### config.mk
export PLATFORM = sky130hd
export DESIGN_NAME = phy_event_interrupt_status
export DESIGN_NICKNAME = d
export VERILOG_FILES = /design/src/pkg/phy_irq_pkg.sv /design/src/rtl/event_latch_bank.sv /design/src/rtl/phy_event_interrupt_status.sv
export SDC_FILE = /design/constraint.sdc
export NUM_CORES = 1
export LEC_CHECK = 0
export BUFFER_PORTS_ARGS = -buffer_cell sky130_fd_sc_hd__buf_2
export CAP_MARGIN = 20
export CORE_ASPECT_RATIO = 1.1
export CORE_MARGIN = 3
export CORE_UTILIZATION = 44
export CTS_CLUSTER_SIZE = 40
export DETAILED_ROUTE_END_ITERATION = 12
export MAX_ROUTING_LAYER = met4
export PLACE_DENSITY = 0.9
export SLEW_MARGIN = 30
export SYNTH_ARGS = -nofsm -noshare
export SYNTH_HDL_FRONTEND = slang
export SYNTH_SLANG_ARGS = --single-unit
### constraint.sdc
create_clock -name mclk_i -period 3.2 [get_ports mclk_i]
set_input_delay 0.16 -clock mclk_i [delete_from_list [all_inputs] [get_ports mclk_i]]
set_output_delay 0.16 -clock mclk_i [all_outputs]
set_load 0.01 [all_outputs]
### src/pkg/phy_irq_pkg.sv
// Purpose: shared constants and carriers for the phy event interrupt status block
// Assumes: 32-bit Avalon-MM slave with byte addresses, one register per aligned word
// Notes: printed offsets are register indices; byte address is four times the index
`default_nettype none
package phy_irq_pkg;
   localparam int ADDR_W = 8;
   localparam int DATA_W = 32;
   localparam int BE_W = 4;
   localparam int REG_W = 16;
   localparam int FLAG_NUM = 8;
   localparam int FLAG_LSB = 8;
   localparam int EN_LSB = 0;

   // register indices and the byte addresses derived from them
   localparam logic [7:0] FIRST_IRQ_IDX = 8'h12;
   localparam logic [7:0] SECOND_IRQ_IDX = 8'h13;
   localparam logic [ADDR_W-1:0] FIRST_IRQ_ADDR = {FIRST_IRQ_IDX[5:0], 2'b00};
   localparam logic [ADDR_W-1:0] SECOND_IRQ_ADDR = {SECOND_IRQ_IDX[5:0], 2'b00};

   // first register fields
   localparam int FC_HF_EN_BIT = 1;
   localparam int RX_HF_EN_BIT = 0;
   localparam int FIRST_EN_W = 2;

   // flag and enable index inside the second register (flag at FLAG_LSB+idx)
   localparam int EEE_ERR_IDX = 7;
   localparam int AN_ERR_IDX = 6;
   localparam int PAGE_RX_IDX = 5;
   localparam int LB_FLOW_IDX = 4;
   localparam int XOVER_IDX = 3;
   localparam int SLEEP_IDX = 2;
   localparam int POL_WOL_IDX = 1;
   localparam int JABBER_IDX = 0;

   // counter thresholds: half full is reached when the count exceeds these
   localparam logic [7:0] FC_HALF_FULL = 8'h7F;
   localparam logic [15:0] RX_HALF_FULL = 16'h007F;

   localparam logic [FIRST_EN_W-1:0] FIRST_EN_RESET = 2'h0;
   localparam logic [FLAG_NUM-1:0] SECOND_EN_RESET = 8'h00;
   localparam logic [FLAG_NUM-1:0] FLAG_RESET = 8'h00;
   localparam logic [DATA_W-1:0] READ_ZERO = 32'h0000_0000;

   typedef struct packed {
      logic [ADDR_W-1:0] address;
      logic read;
      logic write;
      logic [BE_W-1:0] byteenable;
      logic [DATA_W-1:0] writedata;
   } av_req_s;

   typedef struct packed {
      logic eee_error;
      logic an_error;
      logic page_received;
      logic loopback_overflow_underflow;
      logic crossover_change;
      logic sleep_event;
      logic polarity_change;
      logic wol_packet;
      logic jabber;
   } phy_event_s;
endpackage
`default_nettype wire

### src/rtl/event_latch_bank.sv
// Purpose: bank of latched-high event flags
// Assumes: events and clears come from logic on mclk_i
// Notes: a set in the same cycle as its clear wins, so no event is lost
`timescale 1ns/1ps
`default_nettype none
module event_latch_bank
(
   input wire logic mclk_i,
   input wire logic rst_i,
   input wire logic [phy_irq_pkg::FLAG_NUM-1:0] event_i,
   input wire logic [phy_irq_pkg::FLAG_NUM-1:0] clear_i,
   output logic [phy_irq_pkg::FLAG_NUM-1:0] flag_o
);
   import phy_irq_pkg::*;

   logic [FLAG_NUM-1:0] flag_q;

   genvar k;
   generate
      for (k = 0; k < FLAG_NUM; k++)
      begin : g_flag
         always_ff @(posedge mclk_i or posedge rst_i)
         begin
            if (rst_i)
            begin
               flag_q[k] <= FLAG_RESET[k];
            end
            else if (event_i[k])
            begin
               flag_q[k] <= 1'b1;
            end
            else if (clear_i[k])
            begin
               flag_q[k] <= 1'b0;
            end
         end
      end
   endgenerate

   assign flag_o = flag_q;
endmodule // event_latch_bank
`default_nettype wire

### src/rtl/phy_event_interrupt_status.sv
// Purpose: interrupt enables and latched event status of a 10/100 transceiver
// Assumes: event strobes and counter values come from logic on mclk_i
// Notes: Avalon-MM slave with waitrequest; every access answers one cycle after it is seen
`timescale 1ns/1ps
`default_nettype none
module phy_event_interrupt_status
(
   input wire logic mclk_i,
   input wire logic rst_i,
   input wire phy_irq_pkg::av_req_s av_req_i,
   input wire logic [7:0] fc_count_i,
   input wire logic [15:0] rx_err_count_i,
   input wire phy_irq_pkg::phy_event_s events_i,
   output logic [phy_irq_pkg::DATA_W-1:0] av_readdata_o,
   output logic av_waitrequest_o,
   output logic irq_o
);
   import phy_irq_pkg::*;

   logic req;
   logic prep;
   logic commit;
   logic hit_first;
   logic hit_second;
   logic waitreq_q;
   logic [DATA_W-1:0] readdata_q;
   logic [DATA_W-1:0] rd_word_d;
   logic [FLAG_NUM-1:0] rd_flags_q;
   logic [FLAG_NUM-1:0] rd_flags_d;
   logic [FLAG_NUM-1:0] clear_vec;
   logic [FLAG_NUM-1:0] event_vec;
   logic [FLAG_NUM-1:0] flags;
   logic [FIRST_EN_W-1:0] first_en_q;
   logic [FLAG_NUM-1:0] second_en_q;
   logic fc_half_full;
   logic rx_half_full;
   logic irq_d;
   logic irq_q;

   // request phases: prep is the cycle the access is first seen, commit the acked one
   assign req = av_req_i.read | av_req_i.write;
   assign prep = req & waitreq_q;
   assign commit = req & ~waitreq_q;
   assign hit_first = (av_req_i.address == FIRST_IRQ_ADDR);
   assign hit_second = (av_req_i.address == SECOND_IRQ_ADDR);

   // collapse the event sources onto the flag positions
   always_comb
   begin
      event_vec = FLAG_RESET;
      event_vec[EEE_ERR_IDX] = events_i.eee_error;
      event_vec[AN_ERR_IDX] = events_i.an_error;
      event_vec[PAGE_RX_IDX] = events_i.page_received;
      event_vec[LB_FLOW_IDX] = events_i.loopback_overflow_underflow;
      event_vec[XOVER_IDX] = events_i.crossover_change;
      event_vec[SLEEP_IDX] = events_i.sleep_event;
      // one shared flag: software cannot tell which source fired from this bit alone
      event_vec[POL_WOL_IDX] = events_i.polarity_change | events_i.wol_packet;
      event_vec[JABBER_IDX] = events_i.jabber;
   end

   // only bits that software actually saw as set are cleared, so a flag
   // raised between data capture and the acked edge survives the read
   assign clear_vec = (commit && av_req_i.read && hit_second) ? rd_flags_q : FLAG_RESET;

   event_latch_bank u_flags
   (
      .mclk_i (mclk_i),
      .rst_i (rst_i),
      .event_i (event_vec),
      .clear_i (clear_vec),
      .flag_o (flags)
   );

   // read mux; unmapped addresses read as zero
   always_comb
   begin
      rd_word_d = READ_ZERO;
      rd_flags_d = FLAG_RESET;
      if (hit_first)
      begin
         rd_word_d[FC_HF_EN_BIT] = first_en_q[FC_HF_EN_BIT];
         rd_word_d[RX_HF_EN_BIT] = first_en_q[RX_HF_EN_BIT];
      end
      else if (hit_second)
      begin
         rd_word_d[FLAG_LSB +: FLAG_NUM] = flags;
         rd_word_d[EN_LSB +: FLAG_NUM] = second_en_q;
         rd_flags_d = flags;
      end
   end

   // bus handshake: waitrequest drops for exactly one cycle per access
   always_ff @(posedge mclk_i or posedge rst_i)
   begin
      if (rst_i)
      begin
         waitreq_q <= 1'b1;
      end
      else
      begin
         waitreq_q <= ~prep;
      end
   end

   always_ff @(posedge mclk_i or posedge rst_i)
   begin
      if (rst_i)
      begin
         readdata_q <= READ_ZERO;
         rd_flags_q <= FLAG_RESET;
      end
      else if (prep && av_req_i.read)
      begin
         readdata_q <= rd_word_d;
         rd_flags_q <= rd_flags_d;
      end
      else if (prep)
      begin
         readdata_q <= READ_ZERO;
         rd_flags_q <= FLAG_RESET;
      end
   end

   // first register: only the two counter enables exist
   always_ff @(posedge mclk_i or posedge rst_i)
   begin
      if (rst_i)
      begin
         first_en_q <= FIRST_EN_RESET;
      end
      else if (commit && av_req_i.write && hit_first && av_req_i.byteenable[0])
      begin
         first_en_q <= av_req_i.writedata[FIRST_EN_W-1:0];
      end
   end

   // second register: low byte holds the enables, high byte flags are read only
   always_ff @(posedge mclk_i or posedge rst_i)
   begin
      if (rst_i)
      begin
         second_en_q <= SECOND_EN_RESET;
      end
      else if (commit && av_req_i.write && hit_second && av_req_i.byteenable[0])
      begin
         second_en_q <= av_req_i.writedata[EN_LSB +: FLAG_NUM];
      end
   end

   // counter half-full levels stay up until the counters are read elsewhere
   assign fc_half_full = (fc_count_i > FC_HALF_FULL);
   assign rx_half_full = (rx_err_count_i > RX_HALF_FULL);

   always_comb
   begin
      irq_d = |(flags & second_en_q);
      irq_d = irq_d | (first_en_q[FC_HF_EN_BIT] & fc_half_full);
      irq_d = irq_d | (first_en_q[RX_HF_EN_BIT] & rx_half_full);
   end

   always_ff @(posedge mclk_i or posedge rst_i)
   begin
      if (rst_i)
      begin
         irq_q <= 1'b0;
      end
      else
      begin
         irq_q <= irq_d;
      end
   end

   assign av_readdata_o = readdata_q;
   assign av_waitrequest_o = waitreq_q;
   assign irq_o = irq_q;

   // bus behaviour checks
   chk_ack_one_cycle: assert property (
      @(posedge mclk_i) disable iff (rst_i)
      prep |=> !av_waitrequest_o ##1 av_waitrequest_o)
   else $error("waitrequest did not pulse low for one cycle");

   chk_unmapped_zero: assert property (
      @(posedge mclk_i) disable iff (rst_i)
      (prep && av_req_i.read && !hit_first && !hit_second) |=> av_readdata_o == READ_ZERO)
   else $error("unmapped read returned nonzero data");

   chk_ack_needs_request: assert property (
      @(posedge mclk_i) disable iff (rst_i)
      !prep |=> av_waitrequest_o)
   else $error("waitrequest dropped with no new request");

   // read data stands until the next access is seen
   chk_readdata_stands: assert property (
      @(posedge mclk_i) disable iff (rst_i)
      !prep |=> $stable(av_readdata_o))
   else $error("read data changed between accesses");

   // enable registers
   chk_first_enable_write: assert property (
      @(posedge mclk_i) disable iff (rst_i)
      (commit && av_req_i.write && hit_first && av_req_i.byteenable[0])
      |=> first_en_q == $past(av_req_i.writedata[FIRST_EN_W-1:0]))
   else $error("first register enables not written");

   chk_second_enable_write: assert property (
      @(posedge mclk_i) disable iff (rst_i)
      (commit && av_req_i.write && hit_second && av_req_i.byteenable[0])
      |=> second_en_q == $past(av_req_i.writedata[EN_LSB +: FLAG_NUM]))
   else $error("second register enables not written");

   chk_enable_hold: assert property (
      @(posedge mclk_i) disable iff (rst_i)
      !(commit && av_req_i.write) |=> $stable(second_en_q) && $stable(first_en_q))
   else $error("enable register changed without a write");

   chk_second_readback: assert property (
      @(posedge mclk_i) disable iff (rst_i)
      (prep && av_req_i.read && hit_second)
      |=> av_readdata_o[EN_LSB +: FLAG_NUM] == $past(second_en_q)
          && av_readdata_o[FLAG_LSB +: FLAG_NUM] == $past(flags)
          && av_readdata_o[DATA_W-1:REG_W] == 16'h0000)
   else $error("second register read data wrong");

   chk_first_readback: assert property (
      @(posedge mclk_i) disable iff (rst_i)
      (prep && av_req_i.read && hit_first)
      |=> av_readdata_o == {{(DATA_W-FIRST_EN_W){1'b0}}, $past(first_en_q)})
   else $error("first register read data wrong");

   chk_lane_off_ignored: assert property (
      @(posedge mclk_i) disable iff (rst_i)
      (commit && av_req_i.write && !av_req_i.byteenable[0])
      |=> $stable(first_en_q) && $stable(second_en_q))
   else $error("enable written with byte lane 0 off");

   // interrupt relations
   chk_fc_half_full_irq: assert property (
      @(posedge mclk_i) disable iff (rst_i)
      (first_en_q[FC_HF_EN_BIT] && fc_count_i > FC_HALF_FULL) |=> irq_o)
   else $error("false carrier half full did not raise the interrupt");

   chk_fc_below_half: assert property (
      @(posedge mclk_i) disable iff (rst_i)
      (fc_count_i == FC_HALF_FULL && !first_en_q[RX_HF_EN_BIT] && (flags & second_en_q) == 8'h00)
      |=> !irq_o)
   else $error("interrupt raised at a count of exactly 7Fh");

   chk_rx_half_full_irq: assert property (
      @(posedge mclk_i) disable iff (rst_i)
      (first_en_q[RX_HF_EN_BIT] && rx_err_count_i > RX_HALF_FULL) |=> irq_o)
   else $error("receive error half full did not raise the interrupt");

   chk_rx_below_half: assert property (
      @(posedge mclk_i) disable iff (rst_i)
      (rx_err_count_i == RX_HALF_FULL && !first_en_q[FC_HF_EN_BIT]
       && (flags & second_en_q) == FLAG_RESET) |=> !irq_o)
   else $error("interrupt raised at a receive error count of exactly 7Fh");

   chk_flag_irq: assert property (
      @(posedge mclk_i) disable iff (rst_i)
      ((flags & second_en_q) != 8'h00) |=> irq_o)
   else $error("enabled pending flag did not raise the interrupt");

   chk_irq_release: assert property (
      @(posedge mclk_i) disable iff (rst_i)
      ((flags & second_en_q) == 8'h00 && !(first_en_q[FC_HF_EN_BIT] && fc_half_full)
       && !(first_en_q[RX_HF_EN_BIT] && rx_half_full)) |=> !irq_o)
   else $error("interrupt held with no enabled source");

   chk_masked_flag_quiet: assert property (
      @(posedge mclk_i) disable iff (rst_i)
      (second_en_q == 8'h00 && first_en_q == 2'h0) |=> !irq_o)
   else $error("interrupt raised while every enable is clear");

   chk_wol_shares_flag: assert property (
      @(posedge mclk_i) disable iff (rst_i)
      (events_i.wol_packet && !events_i.polarity_change) |=> flags[POL_WOL_IDX])
   else $error("wake packet did not set the shared flag");

   chk_pol_shares_flag: assert property (
      @(posedge mclk_i) disable iff (rst_i)
      (events_i.polarity_change && !events_i.wol_packet) |=> flags[POL_WOL_IDX])
   else $error("polarity change did not set the shared flag");

   // per-flag latch behaviour
   genvar f;
   generate
      for (f = 0; f < FLAG_NUM; f++)
      begin : g_chk
         chk_flag_sets: assert property (
            @(posedge mclk_i) disable iff (rst_i)
            event_vec[f] |=> flags[f])
         else $error("event did not set its flag");

         chk_flag_holds: assert property (
            @(posedge mclk_i) disable iff (rst_i)
            (flags[f] && !(commit && av_req_i.read && hit_second)) |=> flags[f])
         else $error("flag dropped without a status read");

         chk_read_clears: assert property (
            @(posedge mclk_i) disable iff (rst_i)
            (commit && av_req_i.read && hit_second && rd_flags_q[f] && !event_vec[f])
            |=> !flags[f])
         else $error("status read did not clear the flag");

         chk_late_flag_kept: assert property (
            @(posedge mclk_i) disable iff (rst_i)
            (flags[f] && !rd_flags_q[f]) |=> flags[f])
         else $error("flag cleared although the read did not report it");

         chk_no_spurious: assert property (
            @(posedge mclk_i) disable iff (rst_i)
            (!flags[f] && !event_vec[f]) |=> !flags[f])
         else $error("flag set with no event");
      end
   endgenerate
endmodule // phy_event_interrupt_status
`default_nettype wire

**Word level (Yosys, flattened, before mapping)**

Cells that the tools add are included.

- Bits in registers: 60
- Bits of input ports: 81
- Word-level logic and storage cells: 73

- Magnitude comparators: 2
- Equality and inequality tests: 2
- Mux-type cells: 26
- Bitwise operators: 11
- Reductions and logical operators: 18

Operators with widths:

| operator | count |
|---|---|
| $mux 32 | 2 |
| $mux 8 | 5 |
| $reduce_bool 2->1 | 9 |
| $eq 8x7->1 const B | 2 |
| $gt 16x7->1 const B | 1 |
| $mux 1 | 16 |
| $mux 16 | 1 |
| $mux 14 | 1 |
| $and 8x8->8 | 1 |
| $gt 8x7->1 const B | 1 |
| $logic_and 1x1->1 | 8 |
| $reduce_or 8->1 | 1 |
| $and 1x1->1 | 4 |
| $or 1x1->1 | 4 |
| $mux 2 | 1 |
| $not 1->1 | 2 |

**Logic depth before layout (Yosys ltp)**

- Word-level depth: 7
- Depth in mapped cells: 5

**Cells and area by module**

Synthesis repeated with hierarchy kept, for this count alone.

- Cell total of the unflattened synthesis: 135
- Area total of the unflattened synthesis: 1717.9 µm²

Modules (own cells, without submodules):

| module | instances | cells each | area an instance (µm²) | sequential area each (µm²) |
|---|---|---|---|---|
| phy_event_interrupt_status | 1 | 110 | 1423.9 | 701.9 |
| event_latch_bank | 1 | 25 | 294.0 | 200.2 |

**Worst setup path before layout**

OpenSTA, ideal clock, no wires.

- Kind: reg-to-reg
- Start point: register waitreq_q (netlist: av_waitrequest_o)
- End point: register readdata_q[15] (netlist: av_readdata_o[15])
- Setup time: 0.121 ns
- Data arrival time: 1.472 ns
- Path slack: 1.607 ns
- Stages on the path, launching flop included: 5
- Buffers on the path: 2
- Path through: dfstp_2 clkbuf_1 o21ai_1 clkbuf_1 a22o_2

- Word-level cells in the longest chain between the ends: 3
- Elaborated cells on any way between the ends: 4
- Those cells by class: mux (1); bitwise (1); reduce/logical (2)

RTL lines:

| element | line | RTL |
|---|---|---|
| start: declaration | phy_event_interrupt_status.sv:25 | `logic waitreq_q;` |
| start signal: assignment | phy_event_interrupt_status.sv:102 | `waitreq_q <= ~prep;` |
| $and 1x1->1 * | phy_event_interrupt_status.sv:42 | `assign prep = req & waitreq_q;` |
| $logic_and 1x1->1 | phy_event_interrupt_status.sv:113 | `else if (prep && av_req_i.read)` |
| $mux 32 / $reduce_bool 2->1 (equally long branches) | - |  |
| end signal: assignment | phy_event_interrupt_status.sv:115 | `readdata_q <= rd_word_d;` |
| end: declaration | phy_event_interrupt_status.sv:26 | `logic [DATA_W-1:0] readdata_q;` |

Every way passes the cells marked *; elsewhere a longest branch is shown, timed or not.
A chain may end at the register's enable or synchronous reset.

**Worst setup path after layout**

- Start point: register waitreq_q (netlist: av_waitrequest_o)
- End point: register readdata_q[2] (netlist: av_readdata_o[2])

The elaborated chain is that of the path after synthesis.

==> results.sh <==
export IMPL_status="complete, no violations"
export IMPL_syn_area_per_cell_sq_um=12.6
export IMPL_first_pass_iters=4
export IMPL_yosysWarnings=0
export IMPL_vias=1340
export IMPL_grt_antenna_before_repair=0
export IMPL_die_y_microns=70.9
export IMPL_hold_viol=0
export IMPL_drc=0
export IMPL_num_rows=22
export IMPL_finalSetupTns_ns=0
export IMPL_cts_tree="done"
export IMPL_cts_clk_slew_worst_paths_ns=0.12
export IMPL_synth_area_leaders="dfrtp_1, buf_4, mux2_2, a22o_2, o31ai_1"
export IMPL_setup_slack_ns=1.47
export IMPL_root_buffer="clkbuf_4"
export IMPL_hold_path_class="in -> reg"
export IMPL_endpoint_kind="flop"
export IMPL_initial_core_util=0.482
export IMPL_ioPinCount=115
export IMPL_fmax_mhz=579
export IMPL_utilization=0.621
export IMPL_clockBufferDepth=2
export IMPL_power_leakage_nw=1.11
export IMPL_dp_hpwl_microns=2810
export IMPL_antenna_cells=0
export IMPL_drive_gt1_frac=0.451
export IMPL_setup_viol=0
export IMPL_synthCells=134
export IMPL_drt_iter0_drc=41
export IMPL_cts_made_buffers=5
export IMPL_yosys_area_top_type="dfrtp_1"
export IMPL_synthFlopType="dfrtp_1"
export IMPL_drtAntennaViolNets=0
export IMPL_powerDensity_mw_per_mm2=478
export IMPL_area_delta_synth_final_pct=28.8
export IMPL_portBuffers=57
export IMPL_skew_ns=0.0127
export IMPL_fp_dieW_microns=65.0
export IMPL_crit_type="reg -> reg"
export IMPL_cts_htree_levels=2
export IMPL_hold_start="av_req_i[5]"
export IMPL_wl_microns=3970
export IMPL_design_core_area_sq_mm=0.00350
export IMPL_cts_setup_buffers=0
export IMPL_max_slew_margin=0.571
export IMPL_crit_required_ns=3.48
export IMPL_grt_max_degree=37
export IMPL_die_area_sq_mm=0.00461
export IMPL_irDropWorstVdd_mv=0.346
export IMPL_gr_total_overflow=0
export IMPL_layout_nets=284
export IMPL_wire_per_inst_microns=15.8
export IMPL_worstPathMaxFanout=14
export IMPL_ys_seq_area_frac=0.536
export IMPL_finalHoldWorstSlack_ns=0.0314
export IMPL_place_congestion=0.799
export IMPL_startpoint="av_waitrequest_o"
export IMPL_clock_sinks=36
export IMPL_grtUsageTotal=0.185
export IMPL_syn_area_sq_mm=0.00168
export IMPL_yosysMostFrequentCell="dfrtp_1"
export IMPL_synth_async_reset_ratio=1.00
export IMPL_finalCritPeriodShare=0.539
export IMPL_grt_setup_unrepaired="false"
export IMPL_worstSetupStartpointType="flop"
export IMPL_synth_edff_count=0
export IMPL_arrival_ns=2.01
export IMPL_synth_top_area_share=0.520
export IMPL_postCtsHoldBufs=10
export IMPL_cts_resized=0
export IMPL_worst_pin_slew_ns=0.641
export IMPL_yosys_top_cells_count="dfrtp_1, buf_4, a22o_2, mux2_2, nand2_1"
export IMPL_min_period_ns=1.73
export IMPL_grt_pass1_wl_microns=6350
export IMPL_drv_slew=0
export IMPL_drv_cap=0
export IMPL_grt_pass1_vias=1289
export IMPL_r2r_start="av_waitrequest_o"
export IMPL_place_ws_ns=1.43
export IMPL_synth_seq_cells=36
export IMPL_clk_latency_ns=0.35
export IMPL_vias_per_cell=5.32
export IMPL_synth_cell_types=32
[routing by layer]
layer	vias to the layer above	routed length [microns]	track usage
met4	0	61	0.0845
met3	8	338	0.0429
met5	-	0	-
li1	612	-	-
met2	67	1880	0.281
met1	653	1680	0.236
[final cells by class]
type	count	area, sq um
Timing Repair Buffer	69	400
Fill cell	312	1330
Multi-Input combinational cell	90	676
Tap cell	48	60.1
Clock inverter	3	90.1
Inverter	1	3.75
Clock buffer	5	37.5
Sequential cell	36	902
[flip-flops by register name, indices dropped and copies added (netlist names)]
| register | flops |
|---|---|
| u_flags.flag_o | 8 |
| rd_flags_q | 7 |
| irq_o | 1 |
| av_waitrequest_o | 1 |
| av_readdata_o | 9 |
| first_en_q | 2 |
| second_en_q | 8 |
[worst paths after layout]
kind / endpoint / slack [ns] / cells past startpoint
min in group asynchronous: av_readdata_o[15] / 0.44 / 4
max in group asynchronous: av_waitrequest_o / 2.42 / 4
worst min register to register: av_readdata_o[6] / 0.52 / 1
worst max register to register: av_readdata_o[2] / 1.47 / 3
worst max-delay path: av_readdata_o[2] / 1.47 / 3
worst min-delay path: second_en_q[5] / 0.03 / 2
[power breakdown]
| part | leakage [nW] | internal [W] | switching, W |
|---|---|---|---|
| Clock | 0.0654 | 0.000322 | 0.000157 |
| Combinational | 0.585 | 0.0000400 | 0.0000492 |
| Sequential | 0.457 | 0.000461 | 0.00000671 |
| Total | 1.11 | 0.000823 | 0.000213 |
[critical path, stage by stage (launching register included)]
cell and delay (ns):
dfstp_2 0.66, nand2_1 0.16, nor3_4 0.59, a22o_2 0.25
[metrics by stage]
| stage | power (W) | area, sq um | cells |
|---|---|---|---|
| after global routing | 0.00107 | 2170 | 252 |
| after detailed placement | 0.000556 | 1940 | 234 |
| after global placement | 0.000554 | 1940 | 234 |
| after floorplan | 0.000532 | 1740 | 149 |
| after CTS | 0.00105 | 2170 | 252 |
| final | 0.00104 | 2170 | 252 |
[kinds of logic (layout without fill, tap and decap cells)]
logic type / after synthesis / in the layout / share of synthesized area
DFF: 36 / 36 / 0.536
AOI/OAI and AO/OA: 30 / 30 / 0.157
other: 1 / 16 / 0.00223
muxes: 12 / 12 / 0.0788
and+or+nand+nor: 32 / 32 / 0.130
buffers and inverters: 23 / 78 / 0.0966
[cells in the final DEF, fill, tap and decap left out, types with 6 or more instances in the layout]
| cell | instances |
|---|---|
| buf_2 | 57 |
| dfrtp_1 | 35 |
| conb_1 | 16 |
| a22o_2 | 10 |
| mux2_2 | 10 |
| dlygate4sd3_1 | 10 |
| nand2_1 | 9 |
| nand2b_1 | 7 |
| o31ai_1 | 6 |
(Power assumes the default switching activity.)
